`config.mk`:
```
export PLATFORM = sky130hd
export DESIGN_NAME = isa_io_slave_decoder
export DESIGN_NICKNAME = d
export VERILOG_FILES = /design/src/rtl/isa_io_pkg.sv /design/src/rtl/isa_store_if.sv /design/src/rtl/isa_reg_store.sv /design/src/rtl/isa_io_slave_decoder.sv
export VERILOG_INCLUDE_DIRS = /design/src /design/src/rtl
export SDC_FILE = /design/constraint.sdc
export NUM_CORES = 1
export LEC_CHECK = 0
export ABC_AREA = 1
export BUFFER_PORTS_ARGS = -buffer_cell sky130_fd_sc_hd__buf_2
export CAP_MARGIN = 40
export CELL_PAD_IN_SITES_DETAIL_PLACEMENT = 1
export CELL_PAD_IN_SITES_GLOBAL_PLACEMENT = 2
export CORE_MARGIN = 10
export CORE_UTILIZATION = 38
export DETAILED_ROUTE_END_ITERATION = 8
export MAX_ROUTING_LAYER = met4
export PLACE_DENSITY = 0.83
export SETUP_SLACK_MARGIN = 0.1
export SYNTH_ARGS = -nofsm -noshare
export SYNTH_HDL_FRONTEND = slang
export SYNTH_SLANG_ARGS = --single-unit
```
`constraint.sdc`:
```
create_clock -name clk_i -period 2.4 [get_ports clk_i]
set_input_delay 0.12 -clock clk_i [delete_from_list [all_inputs] [get_ports clk_i]]
set_output_delay 0.12 -clock clk_i [all_outputs]
set_load 0.005 [all_outputs]
```
`src/rtl/isa_io_defines.svh`:
```
// Constants for the ISA I/O slave decoder: offsets, fields, reset values.
// Assumes inclusion by bare name from every design file that needs them.
`ifndef ISA_IO_DEFINES_SVH
`define ISA_IO_DEFINES_SVH

// Parallel-port window, eight bytes
`define PORT_BASE     10'h378
`define WIN_MASK      10'h3f8
`define EPP_FIRST     3'h3
// Game-port select address
`define GAME_ADDR     10'h201
// IDE command block and alternate status pair
`define IDE_BASE      10'h1f0
`define IDE_MASK      10'h3f8
`define IDE_ALT       10'h3f6
`define IDE_ALT_MASK  10'h3fe
// Storage indices used by DMA cycles
`define FDC_DMA_IDX   4'hf
`define PP_DMA_IDX    4'h8
// Reset values
`define REG_RST       8'h00
`define SYNC_RST      6'h36

`endif

```
`src/rtl/isa_io_pkg.sv`:
```
// Types shared by the ISA I/O slave decoder files.
// Assumes nothing of its surroundings.
package isa_io_pkg;

    // Access sequencer states, one-hot
    typedef enum logic [2:0]
    {
        st_idle  = 3'b001,
        st_read  = 3'b010,
        st_write = 3'b100
    } acc_state_t;

    typedef logic [7:0] data_t;

endpackage

```
`src/rtl/isa_store_if.sv`:
```
// Interface between the access sequencer and the register store.
// Assumes both ends run on the same clock.
`timescale 1ns/1ps
`default_nettype none

interface isa_store_if #(
    parameter int AW = 4,
    parameter int DW = 8
);
    logic          we;
    logic [AW-1:0] waddr;
    logic [DW-1:0] wdata;
    logic [AW-1:0] raddr;
    logic [DW-1:0] rdata;

    modport ctrl
    (
        output we,
        output waddr,
        output wdata,
        output raddr,
        input  rdata
    );

    modport store
    (
        input  we,
        input  waddr,
        input  wdata,
        input  raddr,
        output rdata
    );
endinterface

`default_nettype wire

```
`src/rtl/isa_reg_store.sv`:
```
// Small register store of the ISA slave with registered read data.
// Assumes write and read requests come from the sequencer on clk_i.
`timescale 1ns/1ps
`default_nettype none
`include "isa_io_defines.svh"

module isa_reg_store #(
    parameter int AW = 4,
    parameter int DW = 8
) (
    // Clock and reset
    input  wire logic clk_i,
    input  wire logic rst_n_i,
    // Sequencer side
    isa_store_if.store bus
);

    logic [DW-1:0] mem_q [2**AW];

    // Storage, cleared on bus reset
    // default contents
    always_ff @(posedge clk_i or negedge rst_n_i)
    begin
        if (!rst_n_i)
        begin
            for (int i = 0; i < 2**AW; i++)
                mem_q[i] <= DW'(`REG_RST);
        end
        else if (bus.we)
            mem_q[bus.waddr] <= bus.wdata;
    end

    // Registered read port
    always_ff @(posedge clk_i or negedge rst_n_i)
    begin
        if (!rst_n_i)
            bus.rdata <= DW'(`REG_RST);
        else
            bus.rdata <= mem_q[bus.raddr];
    end

endmodule

`default_nettype wire

```
`src/rtl/isa_io_slave_decoder.sv`:
```
// Eight-bit ISA I/O slave front end: decode, read drive, write capture,
// no-wait-state, channel ready stretching, DMA qualification, game select.
// Assumes rst_n_i comes from the bus reset line; address, data and function-state inputs are clk_i-synchronous.
`timescale 1ns/1ps
`default_nettype none
`include "isa_io_defines.svh"

module isa_io_slave_decoder #(
    parameter logic [9:0] PORT_BASE = `PORT_BASE,
    parameter int         AW        = 4
) (
    // Clock and reset
    input  wire logic        clk_i,
    input  wire logic        rst_n_i,
    // ISA address and data
    input  wire logic [10:0] sa_i,
    input  wire logic [7:0]  sd_i,
    output logic      [7:0]  sd_o,
    output logic             sd_oe_o,
    // ISA commands and DMA
    input  wire logic        ior_n_i,
    input  wire logic        iow_n_i,
    input  wire logic        aen_i,
    input  wire logic        floppy_dma_ack_n_i,
    input  wire logic        parport_dma_ack_n_i,
    input  wire logic        tc_i,
    // Open-drain cycle control
    output logic             no_wait_o,
    output logic             no_wait_oe_o,
    output logic             chan_ready_o,
    output logic             chan_ready_oe_o,
    // Function state
    input  wire logic        epp_mode_i,
    input  wire logic        ecp_mode_i,
    input  wire logic        periph_busy_i,
    input  wire logic        hw_config_busy_i,
    input  wire logic        add_in_card_i,
    // Function selects and terminal counts
    output logic             game_cs_n_o,
    output logic             ide_sel_o,
    output logic             floppy_tc_o,
    output logic             parport_tc_o
);

    localparam logic [5:0] SYNC_RST = `SYNC_RST;

    isa_store_if #(.AW(AW), .DW(8)) store_bus ();

    logic [5:0]              async_raw;
    logic [5:0]              s1_q;
    logic [5:0]              s2_q;
    isa_io_pkg::acc_state_t  st_q;
    isa_io_pkg::acc_state_t  st_d;
    logic [AW-1:0]           addr_q;
    isa_io_pkg::data_t       wdata_q;
    logic                    rd_vld_q;
    isa_io_pkg::data_t       sd_q;
    logic                    sd_oe_q;
    logic                    nows_q;
    logic                    stall_q;
    logic                    od_low_q;
    logic                    game_n_q;
    logic                    ide_q;
    logic                    ftc_q;
    logic                    ptc_q;

    // Asynchronous inputs gathered for the synchroniser
    assign async_raw = {ior_n_i, iow_n_i, aen_i, floppy_dma_ack_n_i, parport_dma_ack_n_i, tc_i};

    // Two-flop synchroniser per input bit
    // strobe synchronisers
    for (genvar i = 0; i < 6; i++)
    begin : g_sync
        always_ff @(posedge clk_i or negedge rst_n_i)
        begin
            if (!rst_n_i)
            begin
                s1_q[i] <= SYNC_RST[i];
                s2_q[i] <= SYNC_RST[i];
            end
            else
            begin
                s1_q[i] <= async_raw[i];
                s2_q[i] <= s1_q[i];
            end
        end
    end

    // Synchronised command levels
    wire rd_act  = ~s2_q[5];
    wire wr_act  = ~s2_q[4];
    wire aen_act = s2_q[3];
    wire fack    = ~s2_q[2];
    wire pack    = ~s2_q[1];
    wire tc_s    = s2_q[0];
    wire strobe  = rd_act | wr_act;

    // I/O cycles only while address enable is negated
    // address enable gating
    wire io_cyc = ~aen_act;

    // Window decode on the ten low lines, line ten for the extended set
    // ten-line decode
    wire win_hit = (sa_i[9:0] & `WIN_MASK) == PORT_BASE;
    wire ext_hit = win_hit & ecp_mode_i & sa_i[10];
    wire std_hit = win_hit & ~ext_hit;
    wire dev_hit = io_cyc & (std_hit | ext_hit);

    // IDE decode, valid but never shortened
    wire ide_hit = ((sa_i[9:0] & `IDE_MASK) == `IDE_BASE)
                 | ((sa_i[9:0] & `IDE_ALT_MASK) == `IDE_ALT);

    // DMA cycles need address enable plus an acknowledge
    // DMA cycle qualify
    wire dma_f   = aen_act & fack;
    wire dma_p   = aen_act & pack & ~fack;
    wire dma_cyc = dma_f | dma_p;
    wire acc_hit = dev_hit | dma_cyc;

    // Storage index of the access
    wire [AW-1:0] io_idx  = AW'({ext_hit, sa_i[2:0]});
    wire [AW-1:0] acc_idx = dma_f ? AW'(`FDC_DMA_IDX) : (dma_p ? AW'(`PP_DMA_IDX) : io_idx);

    // Cycle stretching conditions
    // EPP busy stretch
    wire epp_hit  = dev_hit & epp_mode_i & ~ext_hit & (sa_i[2:0] >= `EPP_FIRST);
    wire stall    = strobe & io_cyc & (hw_config_busy_i | (epp_hit & periph_busy_i));

    // Early end of a decoded, non-stalled I/O cycle
    // no-wait decode
    wire nows_d   = strobe & dev_hit & ~stall;

    // Game-port select, add-in card only
    // game select decode
    wire game_hit = add_in_card_i & io_cyc & strobe & (sa_i[9:0] == `GAME_ADDR);
    wire ide_d    = io_cyc & strobe & ide_hit;

    // Terminal count taken only under an acknowledge
    // terminal count gating
    wire ftc_d    = tc_s & fack;
    wire ptc_d    = tc_s & pack;

    // Write commits once the write strobe goes away
    // rising-edge commit
    wire commit   = (st_q == isa_io_pkg::st_write) & ~wr_act;

    // Access sequencer next state
    always_comb
    begin
        st_d = st_q;
        case (st_q)
            isa_io_pkg::st_idle:
            begin
                if (rd_act & acc_hit & ~stall)
                    st_d = isa_io_pkg::st_read;
                else if (wr_act & acc_hit & ~stall)
                    st_d = isa_io_pkg::st_write;
            end
            isa_io_pkg::st_read:
            begin
                if (~rd_act)
                    st_d = isa_io_pkg::st_idle;
            end
            isa_io_pkg::st_write:
            begin
                if (~wr_act)
                    st_d = isa_io_pkg::st_idle;
            end
            default:
                st_d = isa_io_pkg::st_idle;
        endcase
    end

    // Sequencer state and latched access index
    // reset to defaults
    always_ff @(posedge clk_i or negedge rst_n_i)
    begin
        if (!rst_n_i)
        begin
            st_q   <= isa_io_pkg::st_idle;
            addr_q <= '0;
        end
        else
        begin
            st_q <= st_d;
            if (st_q == isa_io_pkg::st_idle)
                addr_q <= acc_idx;
        end
    end

    // Write data follows the bus while the raw strobe is low
    always_ff @(posedge clk_i or negedge rst_n_i)
    begin
        if (!rst_n_i)
            wdata_q <= `REG_RST;
        else if ((st_q == isa_io_pkg::st_write) & ~iow_n_i)
            wdata_q <= sd_i;
    end

    // Store port connections
    assign store_bus.we    = commit;
    assign store_bus.waddr = addr_q;
    assign store_bus.wdata = wdata_q;
    assign store_bus.raddr = addr_q;

    isa_reg_store #(
        .AW (AW),
        .DW (8)
    ) u_store (
        .clk_i   (clk_i),
        .rst_n_i (rst_n_i),
        .bus     (store_bus)
    );

    // Read data and enable aligned to the store latency
    // read drive
    always_ff @(posedge clk_i or negedge rst_n_i)
    begin
        if (!rst_n_i)
        begin
            rd_vld_q <= 1'b0;
            sd_q     <= `REG_RST;
            sd_oe_q  <= 1'b0;
        end
        else
        begin
            rd_vld_q <= (st_q == isa_io_pkg::st_read) & rd_act;
            sd_q     <= store_bus.rdata;
            sd_oe_q  <= rd_vld_q;
        end
    end

    // Registered cycle control and selects
    always_ff @(posedge clk_i or negedge rst_n_i)
    begin
        if (!rst_n_i)
        begin
            nows_q   <= 1'b0;
            stall_q  <= 1'b0;
            od_low_q <= 1'b0;
            game_n_q <= 1'b1;
            ide_q    <= 1'b0;
            ftc_q    <= 1'b0;
            ptc_q    <= 1'b0;
        end
        else
        begin
            nows_q   <= nows_d;
            stall_q  <= stall;
            od_low_q <= 1'b0;
            game_n_q <= ~game_hit;
            ide_q    <= ide_d;
            ftc_q    <= ftc_d;
            ptc_q    <= ptc_d;
        end
    end

    // Outputs, open-drain pins pull low while enabled
    assign sd_o            = sd_q;
    assign sd_oe_o         = sd_oe_q;
    assign no_wait_o       = od_low_q;
    assign no_wait_oe_o    = nows_q;
    assign chan_ready_o    = od_low_q;
    assign chan_ready_oe_o = stall_q;
    assign game_cs_n_o     = game_n_q;
    assign ide_sel_o       = ide_q;
    assign floppy_tc_o     = ftc_q;
    assign parport_tc_o    = ptc_q;
endmodule

`default_nettype wire

```
Word level (Yosys, flattened, before mapping)
Index checks and enable logic that the tools add are counted.
W data, S select, Z words.
{"block": "word_totals", "regBits": 179, "out_inout_bits": 17, "word_cells": 113}
{"block": "op_classes", "n_lt_le_gt_ge": 3, "n_eq_ne": 10, "mux": 13, "bitwise": 44, "n_reduce_logical": 2}
{"operator": "$bwmux W128", "n": 1}
{"operator": "$bmux W8 S4", "n": 1}
{"operator": "$demux W8 S4", "n": 1}
{"operator": "$and A1 B1 Y1", "n": 28}
{"operator": "$mux W8", "n": 3}
{"operator": "$mux W3", "n": 4}
{"operator": "$eq A10 B10 Y1 const B", "n": 1}
{"operator": "$eq A9 B9 Y1 const B", "n": 1}
{"operator": "$not A1 Y1", "n": 9}
{"operator": "$pmux W3 S3", "n": 1}
{"operator": "$mux W4", "n": 2}
{"operator": "$eq A7 B6 Y1 const B", "n": 1}
{"operator": "$eq A7 B7 Y1 const B", "n": 1}
{"operator": "$or A1 B1 Y1", "n": 6}
{"operator": "$ge A5 B5 Y1 const B", "n": 1}
{"operator": "$lt A5 B1 Y1 const B", "n": 1}
{"operator": "$not A4 Y5", "n": 1}
{"operator": "$ne A2 B2 Y1 const B", "n": 2}
{"operator": "$eq A3 B1 Y1 const B", "n": 1}
{"operator": "$eq A3 B2 Y1 const B", "n": 1}
{"operator": "$eq A3 B3 Y1 const B", "n": 1}
{"operator": "$ge A3 B2 Y1 const B", "n": 1}
{"operator": "$ne A3 B3 Y1 const B", "n": 1}
{"operator": "$reduce_and A3 Y1", "n": 1}
{"operator": "$logic_and A1 B1 Y1", "n": 1}

Logic depth before layout (Yosys ltp)
{"block": "depth", "depth_word": 18, "ltp_mapped": 10}

Cells and area by module
From an unflattened synthesis, not the netlist that was laid out.
{"block": "hier_totals", "hier_cells": 978, "hier_area_um2": 8017.7}
{"mod": "isa_reg_store", "n_inst": 1, "cells_per_inst": 842, "area_each_um2": 6427.4, "seq_area_each_um2": 3403.3}
{"mod": "isa_io_slave_decoder", "n_inst": 1, "cells_per_inst": 136, "area_each_um2": 1590.3, "seq_area_each_um2": 1088.5}

Worst setup path after synthesis
OpenSTA, ideal clock, no wires.
{"block": "synth_timing", "kind": "register to register", "startpoint": "reg st_q[1]", "endpoint": "reg u_store.mem_q[53] (netlist bit)", "setup_time_ps": 136, "arrival_time_ps": 1528, "required_ps": 2264, "setup_slack_ps": 736, "path_stages_with_launch": 9, "n_path_buf": 2, "period_less_slack_ps": 1664, "path_cell_list": "dfrtp_1 nor3_2 nand2_1 buf_4 nor3_2 nand2_1 clkbuf_1 nand2_1 o21ai_0"}
{"block": "synth_via", "elab_chain_cells": 2}
{"element": "start, declared", "line": "isa_io_slave_decoder.sv:52", "source": "isa_io_pkg::acc_state_t st_q;"}
{"element": "start signal, assigned", "line": "isa_io_slave_decoder.sv:180", "source": "st_q <= isa_io_pkg::st_idle;"}
{"element": "start signal, assigned", "line": "isa_io_slave_decoder.sv:185", "source": "st_q <= st_d;"}
{"element": "$eq A3 B3 Y1", "line": "isa_io_slave_decoder.sv:145", "source": "wire commit = (st_q == isa_io_pkg::st_write) & ~wr_act;"}
{"element": "$and A1 B1 Y1", "line": "isa_io_slave_decoder.sv:145"}
{"element": "end signal, assigned by index", "line": "isa_reg_store.sv:27", "source": "mem_q[i] <= DW'(`REG_RST);"}
{"element": "end signal, assigned by index", "line": "isa_reg_store.sv:30", "source": "mem_q[bus.waddr] <= bus.wdata;"}
{"element": "end, declared", "line": "isa_reg_store.sv:18", "source": "logic [DW-1:0] mem_q [2**AW];"}
No other way between the ends.
A chain may end at the register's enable or synchronous reset.

Final worst setup path
{"block": "layout_timing", "startpoint": "reg addr_q[0]", "endpoint": "reg u_store.bus.rdata[0]"}
{"block": "layout_via", "elab_chain_cells": 4}
{"element": "start, declared", "line": "isa_io_slave_decoder.sv:54", "source": "logic [AW-1:0] addr_q;"}
{"element": "start signal, assigned", "line": "isa_io_slave_decoder.sv:187", "source": "addr_q <= acc_idx;"}
{"element": "$not A4 Y5 (not written as such)", "line": "isa_reg_store.sv:39", "source": "bus.rdata <= mem_q[bus.raddr];"}
{"element": "$bmux W8 S4", "line": "isa_reg_store.sv:39"}
{"element": "$mux W8 (not written as such) (2 in series)", "line": "isa_reg_store.sv:39"}
{"element": "end signal, assigned", "line": "isa_reg_store.sv:37", "source": "bus.rdata <= DW'(`REG_RST);"}
{"element": "end signal, assigned", "line": "isa_reg_store.sv:39"}
{"element": "end, declared", "line": "isa_store_if.sv:31", "source": "output rdata"}
No other way between the ends. The select of a mux whose other input is x is not followed.

==> results.sh <==
export IMPL_status="completed"
export IMPL_clk_latency_ns=0.42
export IMPL_synth_area_leader_cell="dfrtp_1"
export IMPL_path_class="reg -> reg"
export IMPL_grt_max_degree=69
export IMPL_core_area_mm2=0.0188
export IMPL_die_area_mm2=0.0253
export IMPL_synth_area_leaders="dfrtp_1 (58%), nand2_1 (8.6%), o21ai_0 (7.5%), a22oi_1 (4.9%), a21oi_1 (3.7%)"
export IMPL_slowest_stage="dfrtp_1"
export IMPL_cts_tree="built"
export IMPL_setup_viol=0
export IMPL_n_antenna_cell=0
export IMPL_hold_violations=0
export IMPL_slew_violations=0
export IMPL_fmax_mhz=471
export IMPL_synth_top_area_frac=0.576
export IMPL_worstSetupStartpointType="flip-flop"
export IMPL_cts_root_buf="clkbuf_16"
export IMPL_cp_num_buf_inv=3
export IMPL_cts_resized_gates=0
export IMPL_io_pins=49
export IMPL_maxCapViolations=0
export IMPL_cts_buffers=17
export IMPL_drt_total_wl_um=20700
export IMPL_placedCellCount=1055
export IMPL_dp_hpwl_um=14300
export IMPL_ys_ff_latch=179
export IMPL_cts_setup_buffers=0
export IMPL_die_width_um=159
export IMPL_rsz0062_at_grt="no"
export IMPL_fin_cells=1110
export IMPL_nets=869
export IMPL_setup_ws_ns=0.276
export IMPL_drive_gt1_frac=0.144
export IMPL_fin_worst_skew_ns=0.00825
export IMPL_synth_area_mm2=0.00734
export IMPL_syn_inst=767
export IMPL_slew_headroom=0.529
export IMPL_finalCritPeriodShare=0.885
export IMPL_cts_sinks=179
export IMPL_power_mw=9.95
export IMPL_avgSynthCellArea_um2=9.57
export IMPL_clk_path_buf_depth=2
export IMPL_ys_types=29
export IMPL_n_fill_cell=2136
export IMPL_drtIter0Drc=360
export IMPL_min_path_type="in -> reg"
export IMPL_gr_total_overflow=0
export IMPL_rows=50
export IMPL_cts_htree_levels=4
export IMPL_drt_vias_per_instance=5.23
export IMPL_path_cells="inv_1 > buf_4 > nand2_2 > inv_2 > a22oi_1 > a21oi_1 > o21ai_0 > nand3_1"
export IMPL_fp_dieH_um=159
export IMPL_antenna_found_initial=0
export IMPL_place_worst_setup_slack_ns=0.297
export IMPL_powerDensity_mw_per_mm2=1140
export IMPL_wire_per_inst_um=18.6
export IMPL_start_util=0.390
export IMPL_vias=5802
export IMPL_placed_cell_area_mm2=0.00792
export IMPL_crit_family="compound AO/OA/AOI/OAI gates"
export IMPL_critPathArrivalTime_ns=2.41
export IMPL_firstDrtPassIters=4
export IMPL_max_vdd_ir_drop_v=0.000478
export IMPL_worst_path_largest_cell_delay_ns=0.43
export IMPL_grt_pass1_wl_um=34500
export IMPL_cp_end_kind="flip-flop"
export IMPL_port_buffers=46
export IMPL_synth_seq_area_share=0.612
export IMPL_cp_data_required_time_ns=2.68
export IMPL_syn_to_final_growth_pct=18.7
export IMPL_grt_pass1_vias=6356
export IMPL_p_leak_nw=4.07
export IMPL_ant_nets=0
export IMPL_setup_tns_ns=0
export IMPL_grt_total_usage=0.173
export IMPL_worstPathMaxFanout=24
export IMPL_period_needed_ns=2.12
export IMPL_clk_pin_slew_ns=0.06
export IMPL_final_area_mm2=0.00871
export IMPL_worstMarginPinSlew_ns=0.704
export IMPL_synth_warning_count=0
export IMPL_gp_congestion=0.800
export IMPL_drc=0
==> sequential cells by signal (all words and copies together), names as in the netlist, 3 cells and up <==
register and flops:
addr_q 4, s1_q 6, s2_q 4, sd_o 8
st_q 3, store_bus.wdata 8, u_store.bus.rdata 8, u_store.mem_q 128
==> metal layers <==
layer / track usage / vias up / routed length [um]
met5: - / - / 0
met4: 0.0379 / 0 / 211
met3: 0.0374 / 14 / 675
met2: 0.281 / 94 / 10400
met1: 0.217 / 2980 / 9430
li1: - / 2714 / -
==> through the flow <==
step                utilization  hold slack [ns]
finish                    0.463           0.0220
global route              0.463          0.00407
CTS                       0.463           0.0140
detailed placement        0.420            0.186
global placement          0.420            0.167
floorplan                     -           -0.176
==> cells in the mapped netlist <==
cell and n:
nor3_2 2, conb_1 1, a31oi_1 1, nor2_2 2
nand4_1 7, nor2_1 58, nand2_1 169, nor3_4 1
nand2_2 2, a22oi_1 48, nand3_1 11, nor4_1 1
dfstp_2 10, nor4_4 5, a2111oi_0 1, o21ai_1 11
clkinv_1 1, dfrtp_1 169, inv_1 47, o22ai_1 8
buf_4 5, nor4_2 1, buf_2 15, a21oi_1 54
nor2_4 1, clkbuf_1 22, o21bai_1 1, inv_2 3
o21ai_0 110
==> cell usage in the layout (no fill, tap or decap), types with 2 or more instances in the layout <==
master           n
o21ai_0        110
clkbuf_1         7
nor4_4           5
nand2_2          2
conb_1           2
a22oi_1         48
nand2_1        169
a21oi_1         54
bufinv_16        2
inv_1           47
dfrtp_1        169
dlygate4sd3_1   23
buf_12           2
clkbuf_16       17
nor2_2           3
nor2_1          57
nand3_1         11
buf_4           20
o21ai_1         11
clkbuf_8         2
clkinv_2         3
inv_2            3
nor3_2           2
buf_2           45
nand4_1          7
dfstp_2         10
o22ai_1          8
==> cells by family after synthesis <==
family / Yosys count / synth area share
other: 1 / 0.000511
buffers and inverters: 93 / 0.0527
DFF: 179 / 0.612
and+or+nand+nor: 260 / 0.156
AOI/OAI and AO/OA: 234 / 0.178
==> path summary, 6_finish.rpt <==
kind	startpoint	end	slack, ns	cells after the start
setup / recovery	addr_q[0]	u_store.bus.rdata[0]	0.28	8
hold / removal	sd_i[2]	store_bus.wdata[2]	0.02	3
setup reg to reg	addr_q[0]	u_store.bus.rdata[0]	0.28	8
hold reg to reg	u_store.bus.rdata[5]	sd_o[5]	0.35	0
max in group asynchronous	rst_n_i	sd_o[6]	1.33	3
min in group asynchronous	rst_n_i	s1_q[3]	0.27	2
==> worst register-to-register path: stages, from the launching register on <==
cell,delay [ns]
dfrtp_1,0.43
inv_1,0.10
buf_4,0.17
nand2_2,0.23
inv_2,0.30
a22oi_1,0.26
a21oi_1,0.09
o21ai_0,0.32
nand3_1,0.12
==> final cells by class <==
type / instances / area, um^2 / area share
Sequential cell: 179 / 4490 / 0.516
Multi-Input combinational cell: 496 / 2470 / 0.283
Timing Repair Buffer: 92 / 672 / 0.0771
Clock buffer: 26 / 479 / 0.0550
Tap cell: 260 / 325 / 0.0374
Inverter: 51 / 191 / 0.0220
Clock inverter: 6 / 82.6 / 0.00948
==> power by group <==
part / switching, mW / total [mW] / internal [mW]
Combinational: 1.95 / 2.79 / 0.840
Sequential: 0.539 / 4.45 / 3.91
Clock: 1.12 / 2.71 / 1.59
==> repair_timing <==
action,CTS,global route
hold endpoints to repair,75,0
hold buffers,23,0
setup endpoints to repair,0,0
No activity file was read; power rests on OpenSTA's default activity.
